==> config.mk <==
export PLATFORM = sky130hd
export DESIGN_NAME = cfg_regbank
export DESIGN_NICKNAME = d
export VERILOG_FILES = /design/src/cfgmap_pkg.sv /design/src/chan_cfg_slot.sv /design/src/cfg_regbank.sv
export SDC_FILE = /design/constraint.sdc
export NUM_CORES = 1
export LEC_CHECK = 0
export ABC_AREA = 1
export CAP_MARGIN = 15
export CORE_MARGIN = 3
export CORE_UTILIZATION = 45
export DETAILED_ROUTE_END_ITERATION = 8
export DONT_BUFFER_PORTS = 1
export PLACE_DENSITY = 0.62
export SLEW_MARGIN = 20
export SYNTH_ARGS = -nofsm -noshare
export SYNTH_HDL_FRONTEND = slang
export SYNTH_SLANG_ARGS = --single-unit
==> constraint.sdc <==
create_clock -name I_MCLK -period 2.8 [get_ports I_MCLK]
set_input_delay 0.28 -clock I_MCLK [delete_from_list [all_inputs] [get_ports I_MCLK]]
set_output_delay 0.28 -clock I_MCLK [all_outputs]
set_load 0.005 [all_outputs]
==> src/cfgmap_pkg.sv <==
// Shared constants and types of the serial configuration register bank
package cfgmap_pkg;

    // ==================================================
    // Register offsets
    localparam logic [7:0] ADDR_PORT_CFG = 8'h00;
    localparam logic [7:0] ADDR_DEV_ID   = 8'h01;
    localparam logic [7:0] ADDR_CH_SEL   = 8'h05;
    localparam logic [7:0] ADDR_PWR      = 8'h08;
    localparam logic [7:0] ADDR_DIV      = 8'h0b;
    localparam logic [7:0] ADDR_SHUF     = 8'h0c;
    localparam logic [7:0] ADDR_COMMIT   = 8'hff;

    // ==================================================
    // Reset values, masks and field positions
    localparam logic [7:0] PORT_CFG_RST  = 8'h18;
    localparam logic [7:0] LSB_MASK      = 8'h42;
    localparam logic [7:0] SR_MASK       = 8'h24;
    localparam logic [7:0] CH_SEL_RST    = 8'hcf;
    localparam logic [7:0] CH_SEL_MASK   = 8'hcf;
    localparam logic [5:0] DIV_RST       = 6'h00;
    localparam int         DIV_W         = 6;
    localparam int         DIV_PHASE_LSB = 3;
    localparam int         PWR_PIN_BIT   = 5;
    localparam int         COMMIT_BIT    = 0;
    localparam int         PORT_CD_BIT   = 7;
    localparam int         PORT_AB_BIT   = 6;
    localparam int         NCH           = 4;
    // Arbitrary identification value
    localparam logic [7:0] DEV_ID        = 8'h5a;

    // ==================================================
    // Mode codes
    localparam logic [1:0] PM_NORMAL  = 2'h0;
    localparam logic [1:0] PM_FULL    = 2'h1;
    localparam logic [1:0] PM_STANDBY = 2'h2;
    localparam logic [1:0] SHUF_OFF   = 2'h0;
    localparam logic [1:0] SHUF_ON    = 2'h1;

    // ==================================================
    // Serial framing
    localparam logic [3:0] INSTR_LAST = 4'hf;
    localparam logic [2:0] BYTE_LAST  = 3'h7;
    localparam int         RW_BIT     = 15;

    typedef enum logic [1:0] {
        ST_IDLE  = 2'b00,
        ST_INSTR = 2'b01,
        ST_DATA  = 2'b11
    } frame_st_t;

    typedef struct packed {
        logic sclk;
        logic csb_n;
        logic sdio;
    } spi_pins_t;

    typedef struct packed {
        logic [1:0] pwr;
        logic [1:0] shuf;
    } chan_cfg_t;

endpackage

==> src/chan_cfg_slot.sv <==
// Shadow and active local settings of one converter channel
`timescale 1ns/1ps
module chan_cfg_slot (
    input  wire logic                  i_mclk,
    input  wire logic                  i_nrst,
    input  wire logic                  i_wr_pwr,
    input  wire logic                  i_wr_shuf,
    input  wire logic [1:0]            i_wdata,
    input  wire logic                  i_commit,
    output cfgmap_pkg::chan_cfg_t      o_shadow,
    output cfgmap_pkg::chan_cfg_t      o_active
);
    cfgmap_pkg::chan_cfg_t sh_q, sh_d, act_q, act_d;

    always_comb begin
        sh_d  = sh_q;
        act_d = act_q;
        if (i_wr_pwr) begin
            sh_d.pwr = i_wdata;
        end
        if (i_wr_shuf) begin
            sh_d.shuf = i_wdata;
        end
        if (i_commit) begin
            act_d = sh_q;
        end
    end

    always_ff @(posedge i_mclk) begin
        if (!i_nrst) begin
            sh_q  <= '{pwr: cfgmap_pkg::PM_NORMAL, shuf: cfgmap_pkg::SHUF_ON};
            act_q <= '{pwr: cfgmap_pkg::PM_NORMAL, shuf: cfgmap_pkg::SHUF_ON};
        end else begin
            sh_q  <= sh_d;
            act_q <= act_d;
        end
    end

    assign o_shadow = sh_q;
    assign o_active = act_q;
endmodule // chan_cfg_slot

==> src/cfg_regbank.sv <==
// Serial-port configuration register bank of the quad receiver
`timescale 1ns/1ps
// Function
// - Only listed addresses and bits exist; others read zero, writes ignored.
// - Port config: bit order bits 6/1, soft reset 5/2, resets 0x18.
// - Channel bits 3..0 steer local writes; register resets to 0xCF.
// - Channel bit 7 enables port C/D, bit 6 port A/B.
// - Transfer bit 0 copies every shadow into active at once.
// - Power bit 5: pin gives full power-down when 0, standby when 1.
// - Local power code 00 normal, 01 full power-down, 10 standby.
// - Divider ratio bits 2..0 divide clock by value plus one.
// - Divider phase bits 5..3 delay divided clock by that many cycles.
// - Local shuffle code 00 off, 01 on; resets to on.
// - Addresses 0x08..0x3E are shadowed; transfer bit self-clears.
// - Read with several channels selected returns channel A.
// - Channel selection affects no global register except port config, which is written only with channel bits 3..0 all set.
// - Frame: 16-bit instruction, read/write first (last when LSB first), then 8-bit words.
module cfg_regbank (
    input  wire logic                       I_MCLK,
    input  wire logic                       I_NRST,
    input  wire cfgmap_pkg::spi_pins_t      I_SPI,
    input  wire logic                       I_PDWN,
    output logic                            O_SDIO,
    output logic                            O_SDIO_OE_N,
    output cfgmap_pkg::chan_cfg_t [3:0]     O_CH_CFG,
    output logic [1:0]                      O_PORT_EN,
    output logic                            O_SAMPLE_EN
);

    cfgmap_pkg::spi_pins_t  pins_q;
    cfgmap_pkg::frame_st_t  st_q, st_d;
    logic                   sclk_prev_q, rise;
    logic [3:0]             bcnt_q, bcnt_d;
    logic [15:0]            sh_q, sh_d, sh_in;
    logic                   rd_q, rd_d;
    logic [7:0]             addr_q, addr_d;
    logic                   sdo_q, sdo_d, oe_n_q, oe_n_d;
    logic                   wr_stb;
    logic [7:0]             wr_data, rd_byte;
    logic                   lsb_q, lsb_d, soft_q, soft_d, commit_q, commit_d;
    logic [7:0]             chsel_q, chsel_d;
    logic                   pin_sb_sh_q, pin_sb_sh_d, pin_sb_act_q, pin_sb_act_d;
    logic [5:0]             div_sh_q, div_sh_d, div_act_q, div_act_d;
    logic                   regs_nrst;
    logic [1:0]             rd_ch;
    cfgmap_pkg::chan_cfg_t  ch_sh [4];
    cfgmap_pkg::chan_cfg_t  ch_act [4];
    logic [2:0]             ratio, phase, dcnt_q, dcnt_d;
    logic [6:0]             dly_q, dly_d;
    logic                   raw, smp_d;
    cfgmap_pkg::chan_cfg_t [3:0] ch_out_d;

    // ==================================================
    // Serial frame engine
    assign rise    = pins_q.sclk & ~sclk_prev_q;
    assign sh_in   = lsb_q ? {pins_q.sdio, sh_q[15:1]} : {sh_q[14:0], pins_q.sdio};
    assign wr_data = lsb_q ? sh_in[15:8] : sh_in[7:0];

    always_comb begin
        st_d   = st_q;
        bcnt_d = bcnt_q;
        sh_d   = sh_q;
        rd_d   = rd_q;
        addr_d = addr_q;
        wr_stb = 1'b0;
        oe_n_d = 1'b1;
        // Read bit for the current position; ~x is 7-x on three bits
        sdo_d  = rd_byte[lsb_q ? bcnt_q[2:0] : ~bcnt_q[2:0]];
        if (pins_q.csb_n) begin
            st_d = cfgmap_pkg::ST_IDLE;
        end else begin
            case (st_q)
                cfgmap_pkg::ST_IDLE: begin
                    st_d   = cfgmap_pkg::ST_INSTR;
                    bcnt_d = '0;
                end
                cfgmap_pkg::ST_INSTR: begin
                    if (rise) begin
                        sh_d   = sh_in;
                        bcnt_d = 4'(bcnt_q + 4'h1);
                        if (bcnt_q == cfgmap_pkg::INSTR_LAST) begin
                            st_d   = cfgmap_pkg::ST_DATA;
                            rd_d   = sh_in[cfgmap_pkg::RW_BIT];
                            addr_d = sh_in[7:0];
                            bcnt_d = '0;
                        end
                    end
                end
                cfgmap_pkg::ST_DATA: begin
                    oe_n_d = ~rd_q;
                    if (rise) begin
                        sh_d   = sh_in;
                        bcnt_d = 4'(bcnt_q + 4'h1);
                        if (bcnt_q[2:0] == cfgmap_pkg::BYTE_LAST) begin
                            wr_stb = ~rd_q;
                            addr_d = 8'(addr_q + 8'h01);
                            bcnt_d = '0;
                        end
                    end
                end
                default: st_d = cfgmap_pkg::ST_IDLE;
            endcase
        end
    end

    always_ff @(posedge I_MCLK) begin
        if (!I_NRST) begin
            pins_q      <= '{sclk: 1'b0, csb_n: 1'b1, sdio: 1'b0};
            sclk_prev_q <= 1'b0;
            st_q        <= cfgmap_pkg::ST_IDLE;
            bcnt_q      <= '0;
            sh_q        <= '0;
            rd_q        <= 1'b0;
            addr_q      <= '0;
            sdo_q       <= 1'b0;
            oe_n_q      <= 1'b1;
        end else begin
            pins_q      <= I_SPI;
            sclk_prev_q <= pins_q.sclk;
            st_q        <= st_d;
            bcnt_q      <= bcnt_d;
            sh_q        <= sh_d;
            rd_q        <= rd_d;
            addr_q      <= addr_d;
            sdo_q       <= sdo_d;
            oe_n_q      <= oe_n_d;
        end
    end

    assign O_SDIO      = sdo_q;
    assign O_SDIO_OE_N = oe_n_q;

    // ==================================================
    // Global registers
    always_comb begin
        lsb_d        = lsb_q;
        chsel_d      = chsel_q;
        pin_sb_sh_d  = pin_sb_sh_q;
        pin_sb_act_d = pin_sb_act_q;
        div_sh_d     = div_sh_q;
        div_act_d    = div_act_q;
        soft_d       = 1'b0;
        commit_d     = 1'b0;
        if (wr_stb) begin
            case (addr_q)
                cfgmap_pkg::ADDR_PORT_CFG: begin
                    if (&chsel_q[cfgmap_pkg::NCH-1:0]) begin
                        if (|(wr_data & cfgmap_pkg::SR_MASK)) begin
                            soft_d = 1'b1;
                        end else begin
                            lsb_d = |(wr_data & cfgmap_pkg::LSB_MASK);
                        end
                    end
                end
                cfgmap_pkg::ADDR_CH_SEL: chsel_d = wr_data & cfgmap_pkg::CH_SEL_MASK;
                cfgmap_pkg::ADDR_PWR:    pin_sb_sh_d = wr_data[cfgmap_pkg::PWR_PIN_BIT];
                cfgmap_pkg::ADDR_DIV:    div_sh_d = wr_data[cfgmap_pkg::DIV_W-1:0];
                cfgmap_pkg::ADDR_COMMIT: commit_d = wr_data[cfgmap_pkg::COMMIT_BIT];
                default: ;
            endcase
        end
        // shadow to active, strobe is one cycle
        if (commit_q) begin
            pin_sb_act_d = pin_sb_sh_q;
            div_act_d    = div_sh_q;
        end
    end

    // Soft reset is held apart so it can clear itself
    always_ff @(posedge I_MCLK) begin
        if (!I_NRST) begin
            soft_q <= 1'b0;
        end else begin
            soft_q <= soft_d;
        end
    end

    assign regs_nrst = I_NRST & ~soft_q;

    always_ff @(posedge I_MCLK) begin
        if (!regs_nrst) begin
            lsb_q        <= 1'b0;
            chsel_q      <= cfgmap_pkg::CH_SEL_RST;
            pin_sb_sh_q  <= 1'b0;
            pin_sb_act_q <= 1'b0;
            div_sh_q     <= cfgmap_pkg::DIV_RST;
            div_act_q    <= cfgmap_pkg::DIV_RST;
            commit_q     <= 1'b0;
        end else begin
            lsb_q        <= lsb_d;
            chsel_q      <= chsel_d;
            pin_sb_sh_q  <= pin_sb_sh_d;
            pin_sb_act_q <= pin_sb_act_d;
            div_sh_q     <= div_sh_d;
            div_act_q    <= div_act_d;
            commit_q     <= commit_d;
        end
    end

    // ==================================================
    // Local registers, one slot per channel
    for (genvar c = 0; c < cfgmap_pkg::NCH; c++) begin : g_ch
        chan_cfg_slot u_slot (
            .i_mclk    (I_MCLK),
            .i_nrst    (regs_nrst),
            .i_wr_pwr  (wr_stb && addr_q == cfgmap_pkg::ADDR_PWR && chsel_q[c]),
            .i_wr_shuf (wr_stb && addr_q == cfgmap_pkg::ADDR_SHUF && chsel_q[c]),
            .i_wdata   (wr_data[1:0]),
            .i_commit  (commit_q),
            .o_shadow  (ch_sh[c]),
            .o_active  (ch_act[c])
        );
    end

    // ==================================================
    // Read path
    always_comb begin
        // only a lone selection moves away from channel A
        rd_ch = '0;
        for (int c = 1; c < cfgmap_pkg::NCH; c++) begin
            if (chsel_q[cfgmap_pkg::NCH-1:0] == 4'(4'h1 << c)) begin
                rd_ch = 2'(c);
            end
        end
        case (addr_q)
            cfgmap_pkg::ADDR_PORT_CFG: rd_byte = cfgmap_pkg::PORT_CFG_RST | (lsb_q ? cfgmap_pkg::LSB_MASK : 8'h00);
            cfgmap_pkg::ADDR_DEV_ID:   rd_byte = cfgmap_pkg::DEV_ID;
            cfgmap_pkg::ADDR_CH_SEL:   rd_byte = chsel_q;
            cfgmap_pkg::ADDR_PWR:      rd_byte = (8'(pin_sb_sh_q) << cfgmap_pkg::PWR_PIN_BIT) | 8'(ch_sh[rd_ch].pwr);
            cfgmap_pkg::ADDR_DIV:      rd_byte = 8'(div_sh_q);
            cfgmap_pkg::ADDR_SHUF:     rd_byte = 8'(ch_sh[rd_ch].shuf);
            default:                   rd_byte = 8'h00;
        endcase
    end

    // ==================================================
    // Sample clock divider and channel outputs
    localparam int DIV_PHASE_LSB_M1 = cfgmap_pkg::DIV_PHASE_LSB - 1;
    assign ratio = div_act_q[DIV_PHASE_LSB_M1:0];
    assign phase = div_act_q[cfgmap_pkg::DIV_PHASE_LSB +: 3];
    assign raw   = (dcnt_q == 3'h0);

    always_comb begin
        // count 0..ratio; restart on commit to realign
        if (commit_q || dcnt_q == ratio) begin
            dcnt_d = 3'h0;
        end else begin
            dcnt_d = dcnt_q + 3'h1;
        end
        dly_d = {dly_q[5:0], raw};
        smp_d = (phase == 3'h0) ? raw : dly_q[3'(phase - 3'h1)];
        for (int c = 0; c < cfgmap_pkg::NCH; c++) begin
            ch_out_d[c] = ch_act[c];
            if (I_PDWN) begin
                ch_out_d[c].pwr = pin_sb_act_q ? cfgmap_pkg::PM_STANDBY : cfgmap_pkg::PM_FULL;
            end
        end
    end

    always_ff @(posedge I_MCLK) begin
        if (!I_NRST) begin
            dcnt_q      <= 3'h0;
            dly_q       <= '0;
            O_SAMPLE_EN <= 1'b0;
            O_CH_CFG    <= '0;
            O_PORT_EN   <= '0;
        end else begin
            dcnt_q      <= dcnt_d;
            dly_q       <= dly_d;
            O_SAMPLE_EN <= smp_d;
            O_CH_CFG    <= ch_out_d;
            O_PORT_EN   <= {chsel_q[cfgmap_pkg::PORT_CD_BIT], chsel_q[cfgmap_pkg::PORT_AB_BIT]};
        end
    end
endmodule // cfg_regbank

==> impl_metrics.ini, run 1 <==
[status]
status = completed

[route]
ant_nets = 0
routed_wl_um = 12400
drt-initial-drc-count = 356
dr.pass1.iters = 5
avgViaCountPerCell = 5.25
wire_per_inst_um = 14.4
via_count = 4525
route.detailed.drc = 0

[yosys]
synth-seq-cells = 121
synth.cell_area_mm2 = 0.00524
synth_area_per_cell_um2 = 7.45
synth-compound-area-share_pct = 18.4
synth_edf_count = 0
synth.most_common_cell = nand2_1
synth_area_leaders = dfxtp_1 (46%), nand2_1 (10%), o21ai_0 (7.5%)
synth-adder-area-share_pct = 2.15
syn-num-nets = 718
synth_xor_area_share_pct = 1.84
synth-seq-area-share_pct = 46.2
ys_types = 34
synth_top_family_by_area = simple AND/OR/NAND/NOR gates
yosys_warnings = 0
synth.area.mux_share_pct = 0
synthFlopType = dfxtp_1
yosysTopAreaCellShare_pct = 46.2
synthTopCellsByCount = nand2_1 (139), dfxtp_1 (121), inv_1 (82)
syn-instance-count = 703
synth-simple-area-share_pct = 22.4
ys_async_sr_fraction_pct = 0
yosys.area.top_type = dfxtp_1

[timing]
fmax_mhz = 481
layout_setup_ws_ps = 720
slew-limit-headroom_pct = 58.2
rsz0062_at_grt = no
whs_ps = 22.6
timing_hold_violations_final = 0
setup_viol = 0
tns_ps = 0
period_share_pct = 74.3
period_needed_ps = 2080
clock_skew_ps = 5.75
slew_violations = 0
tightest_slew_ps = 626

[floorplanning]
die_h_um = 114
core_area_mm2 = 0.0111
ios = 27
initial_core_util_pct = 47.1
die-area_mm2 = 0.0130
rows = 38
dieWidth_um = 114

[worst_setup_path]
cp-end-kind = flop
critPathLaunchType = flop
cp_data_arrival_time_ps = 2380
cp_max_fo = 7
crit_type = flop to flop
cp.required_ps = 3100

[layout]
diodes = 0
fin_area_mm2 = 0.00608
nNetsFinal = 724
area_growth_pct = 16.0
drive_gt1_share_pct = 8.31
finalNonFillerCells = 862

[clocking]
cts_max_level = 4
cts.clk_slew.worst_paths_ps = 60
clk_path_buf_depth = 2
clk-insertion-delay-late_ps = 420
post_cts_resized = 0
cts_tree = done
root_buffer = clkbuf_16
clock-sinks = 121
cts_buffers = 17

[hold_path]
hold_class = input port to flop

[pwr]
p_leak_nw = 2.62
peakVddDrop_mv = 0.568
power_density_mw_per_mm2 = 703

[place]
post_dp_cell_area_mm2 = 0.00533
port_buffers = 0
dpl.cell_count = 821
dp_hpwl_um = 8270
place_ws_ps = 753
place_congestion = 0.901

[grt]
grt_remaining_overflow = 0
grt_pass1_vias = 4201
gr-usage-met2_pct = 33.0
grt_start_max_net_pins = 33
antenna_found_initial = 0
grt-busiest-layer = met2
gr-usage-met3_pct = 5.31
grtUsageMet1_pct = 24.8
grt_first_pass_wirelength_um = 20300
grt_usage_pct = 19.9

[flow_run]
drv_cap = 0
==> through the flow <==
step	power, W	utilization (%)
CTS	0.00431	54.6
finish	0.00427	54.6
detailed placement	0.00188	47.9
global route	0.00440	54.6
global placement	0.00188	47.9
floorplan	0.00186	-
==> flip-flops by register name (all words and copies together), names as in the netlist, 3 cells and up <==
signal / count
div_act_q: 6
addr_q: 8
bcnt_q: 4
dly_q: 7
pins_q: 3
g_ch.u_slot.o_shadow: 16
dcnt_q: 3
g_ch.u_slot.o_active: 16
chsel_q: 6
O_CH_CFG: 16
div_sh_q: 6
sh_q: 16
==> routing by layer <==
metal | routed length, um | part of all wire, %
met1 | 5680 | 46
met2 | 5960 | 48
met3 | 536 | 4.3
met4 | 199 | 1.6
met5 | 0 | 0
==> what timing repair did <==
action / 4_1_cts / 5_1_grt
hold buffers: 9 / 0
buffers inserted: 0 / 0
endpoints found under the hold margin: 38 / 0
==> final cells by class <==
class	count	area, um2
Multi-Input combinational cell	463	2350
Tap cell	140	175
Sequential cell	121	2420
Fill cell	1061	5050
Clock buffer	21	460
Clock inverter	11	193
Inverter	92	345
Timing Repair Buffer	14	138
==> worst paths after layout <==
path | cells after the start | from | slack, ps | to
max | 9 | bcnt_q[0] | 720 | chsel_q[1]
min | 2 | I_NRST | 20 | sh_q[3]
max reg2reg | 9 | bcnt_q[0] | 720 | chsel_q[1]
min reg2reg | 2 | g_ch[1].u_slot.o_active[0] | 420 | O_CH_CFG[4]
==> critical path, cell delays in order, from the launching register on <==
cell	delay [ps]
dfxtp_1	430
ha_1	210
ha_1	190
inv_1	70
nor4_4	370
inv_2	180
nor2_4	200
inv_2	100
a21oi_1	140
o21ai_0	90
==> layout by cell type (no fill, tap or decap), types with 5 or more instances in the layout <==
master,netlist,routed
nor2_1,50,49
nand4_1,11,11
nand2_1,139,139
inv_2,8,8
nor3_1,7,7
xor2_1,9,9
ha_1,9,9
a211oi_1,6,6
nor2_4,5,5
nand3_1,40,40
bufinv_16,0,5
buf_4,3,5
a31oi_1,14,14
dfxtp_1,121,121
dlygate4sd3_1,0,8
inv_1,82,82
o211ai_1,6,6
clkbuf_16,0,17
a21oi_1,71,71
o21ai_0,78,78
==> cell families (layout without fill, tap and decap cells) <==
group,count (synthesis),after routing
AND/OR/NAND/NOR,263,263
flip-flops,121,121
AO/OA/AOI/OAI,180,180
buffers and inverters,119,138
XOR/XNOR,11,11
adder cells (fa/ha/maj),9,9
==> report_power, final <==
group          switching [W]  leakage (nW)  total, W  internal [W]
logic              0.0000726          1.33  0.000109     0.0000364
clock network       0.000783         0.314   0.00241       0.00163
registers          0.0000127         0.981   0.00176       0.00174
No activity file was read; power rests on OpenSTA's default activity.
==> run 2: changes to the inputs <==
==> constraint.sdc (replaced) <==
create_clock -name I_MCLK -period 2.1 [get_ports I_MCLK]
set_input_delay 0.21 -clock I_MCLK [delete_from_list [all_inputs] [get_ports I_MCLK]]
set_output_delay 0.21 -clock I_MCLK [all_outputs]
set_load 0.005 [all_outputs]
==> run 2 against run 1 <==
  * Critical path depth increased by 1
  * First-iteration DRC count is 1.4% higher
  * Clock power up 7%
  * Non-clock buffer count is 4 higher
  * Register-to-register slack lost 500 ps
  * Sequential cell count unchanged
  * Critical endpoint is now g_ch[3].u_slot.o_shadow[2]
  * Largest power group unchanged
  * Highest routed layer unchanged
==> impl_metrics.ini, run 2 (synthesis results as in run 1) <==
[status]
status = completed

[place]
post_dp_cell_area_mm2 = 0.00537
dp_hpwl_um = 8580
place_congestion = 0.863
port_buffers = 0

[worst_setup_path]
cp.required_ps = 2400
cp_data_arrival_time_ps = 2180
cp-end-kind = flop
crit_type = flop to flop
critPathLaunchType = flop
cp_max_fo = 5

[timing]
period_needed_ps = 1880
setup_viol = 0
rsz0062_at_grt = no
slew_violations = 0
clock_skew_ps = 6.10
period_share_pct = 89.6
slew-limit-headroom_pct = 56.2
tightest_slew_ps = 649
fmax_mhz = 531
timing_hold_violations_final = 0
tns_ps = 0

[layout]
area_growth_pct = 14.0
fin_area_mm2 = 0.00597
drive_gt1_share_pct = 8.84
layout_common_cells = nand2_1 (139), dfxtp_1 (121), inv_1 (82)
fillCellCount = 1062
final_common_cell = nand2_1
nNetsFinal = 728
diodes = 0

[pwr]
p_leak_nw = 2.59
p_comb_share_pct = 2.8
peakVddDrop_mv = 0.722
p_int_w = 0.00397
pwr-share-seq_pct = 46.2
p_sw_share_pct = 21.7
power_switching_w = 0.00110
power_density_mw_per_mm2 = 848
p_clk_share_pct = 51.0
p_total_w = 0.00507

[route]
route.met3.wl_um = 699
via_count = 4594
ant_nets = 0
drt-initial-drc-count = 361
met1_length_um = 5510
avgViaCountPerCell = 5.32
dr.pass1.iters = 5
top_layer = met4
routed_wl_um = 12200
route.detailed.drc = 0
wl_met2_um = 5800
wire_per_inst_um = 14.2

[grt]
antenna_found_initial = 0
grt_first_pass_wirelength_um = 20500
grt_remaining_overflow = 0
grt_pass1_vias = 4253
grt_usage_pct = 19.9
grt_start_max_net_pins = 42

[flow_run]
drv_cap = 0

[floorplanning]
core_area_mm2 = 0.0111
dieWidth_um = 114
ios = 27
die-area_mm2 = 0.0130
die_h_um = 114
initial_core_util_pct = 47.1
rows = 38

[clocking]
root_buffer = clkbuf_16
cts.clk_slew.worst_paths_ps = 50
cts_buffers = 17
clk-insertion-delay-late_ps = 410
cts_max_level = 4
clock-sinks = 121
cts_tree = done
clk_path_buf_depth = 2

[hold_path]
hold_class = input port to flop
[run 2: changes by cell type in the layout (fill, tap and decap cells not counted)]
cell and delta:
inv_4 +1, clkbuf_1 +2, dlygate4sd3_1 -4, inv_6 -1, clkinv_2 +3, buf_4 +8, nor2_4 +1, bufinv_16 -4
clkbuf_8 -2, inv_2 -1, nor2_2 -1
[run 2: area by class of cell]
class / instances / area, um2 / share of cell area [%]
flip-flops and latches: 121 / 2420 / 40.6
multi-input cells: 463 / 2350 / 39.4
clock buffers: 21 / 440 / 7.37
inverters: 92 / 348 / 5.82
well taps: 140 / 175 / 2.93
repair buffers: 18 / 158 / 2.64
clock inverters: 9 / 78.8 / 1.32
[run 2: stage by stage]
| step | cells | setup slack [ps] | hold slack [ps] | util (%) |
|---|---|---|---|---|
| 6_report | 864 | 218 | 39.3 | 53.7 |
| 5_1_grt | 864 | 50.5 | 42.6 | 53.7 |
| 4_1_cts | 862 | 81.9 | 20.8 | 53.5 |
| 3_5_place_dp | 827 | 101 | 317 | 48.3 |
| 3_3_place_gp | 827 | 184 | 311 | 48.3 |
| 2_1_floorplan | 703 | 332 | 308 | - |
[run 2: metal layers]
metal	vias up	track usage (%)
li1	2336	-
met1	2099	24.4
met2	141	33.0
met3	18	5.62
met4	0	8.23
met5	-	0
[run 2: worst paths after layout]
kind | from | to | slack [ps] | cells past startpoint
worst max-delay path | bcnt_q[1] | g_ch[3].u_slot.o_shadow[2] | 220 | 10
worst min-delay path | I_NRST | O_CH_CFG[14] | 40 | 2
worst max register to register | bcnt_q[1] | g_ch[3].u_slot.o_shadow[2] | 220 | 10
worst min register to register | dly_q[4] | dly_q[5] | 420 | 2
[run 2: timing repair]
action	4_1_cts	5_1_grt
resized for setup	0	2
endpoints found under the setup margin	0	27
buffers inserted	0	2
hold endpoints to repair	46	0
hold buffers	5	0
[run 2: power groups by stage]
stage | clock (W) | combinational (W) | sequential (W)
floorplan | 0 | 0.000100 | 0.00238
global placement | 0 | 0.000116 | 0.00239
detailed placement | 0 | 0.000119 | 0.00239
CTS | 0.00263 | 0.000141 | 0.00234
global route | 0.00274 | 0.000162 | 0.00234
finish | 0.00258 | 0.000143 | 0.00234
[run 2: critical path: stages, from the launching register on]
cell     delay, ps
dfxtp_1        390
ha_1           210
ha_1           190
inv_1           80
nor4_4         120
buf_4          180
nand2_1         60
inv_1          160
nand2_1        120
o21ai_0        190
a21oi_1         60
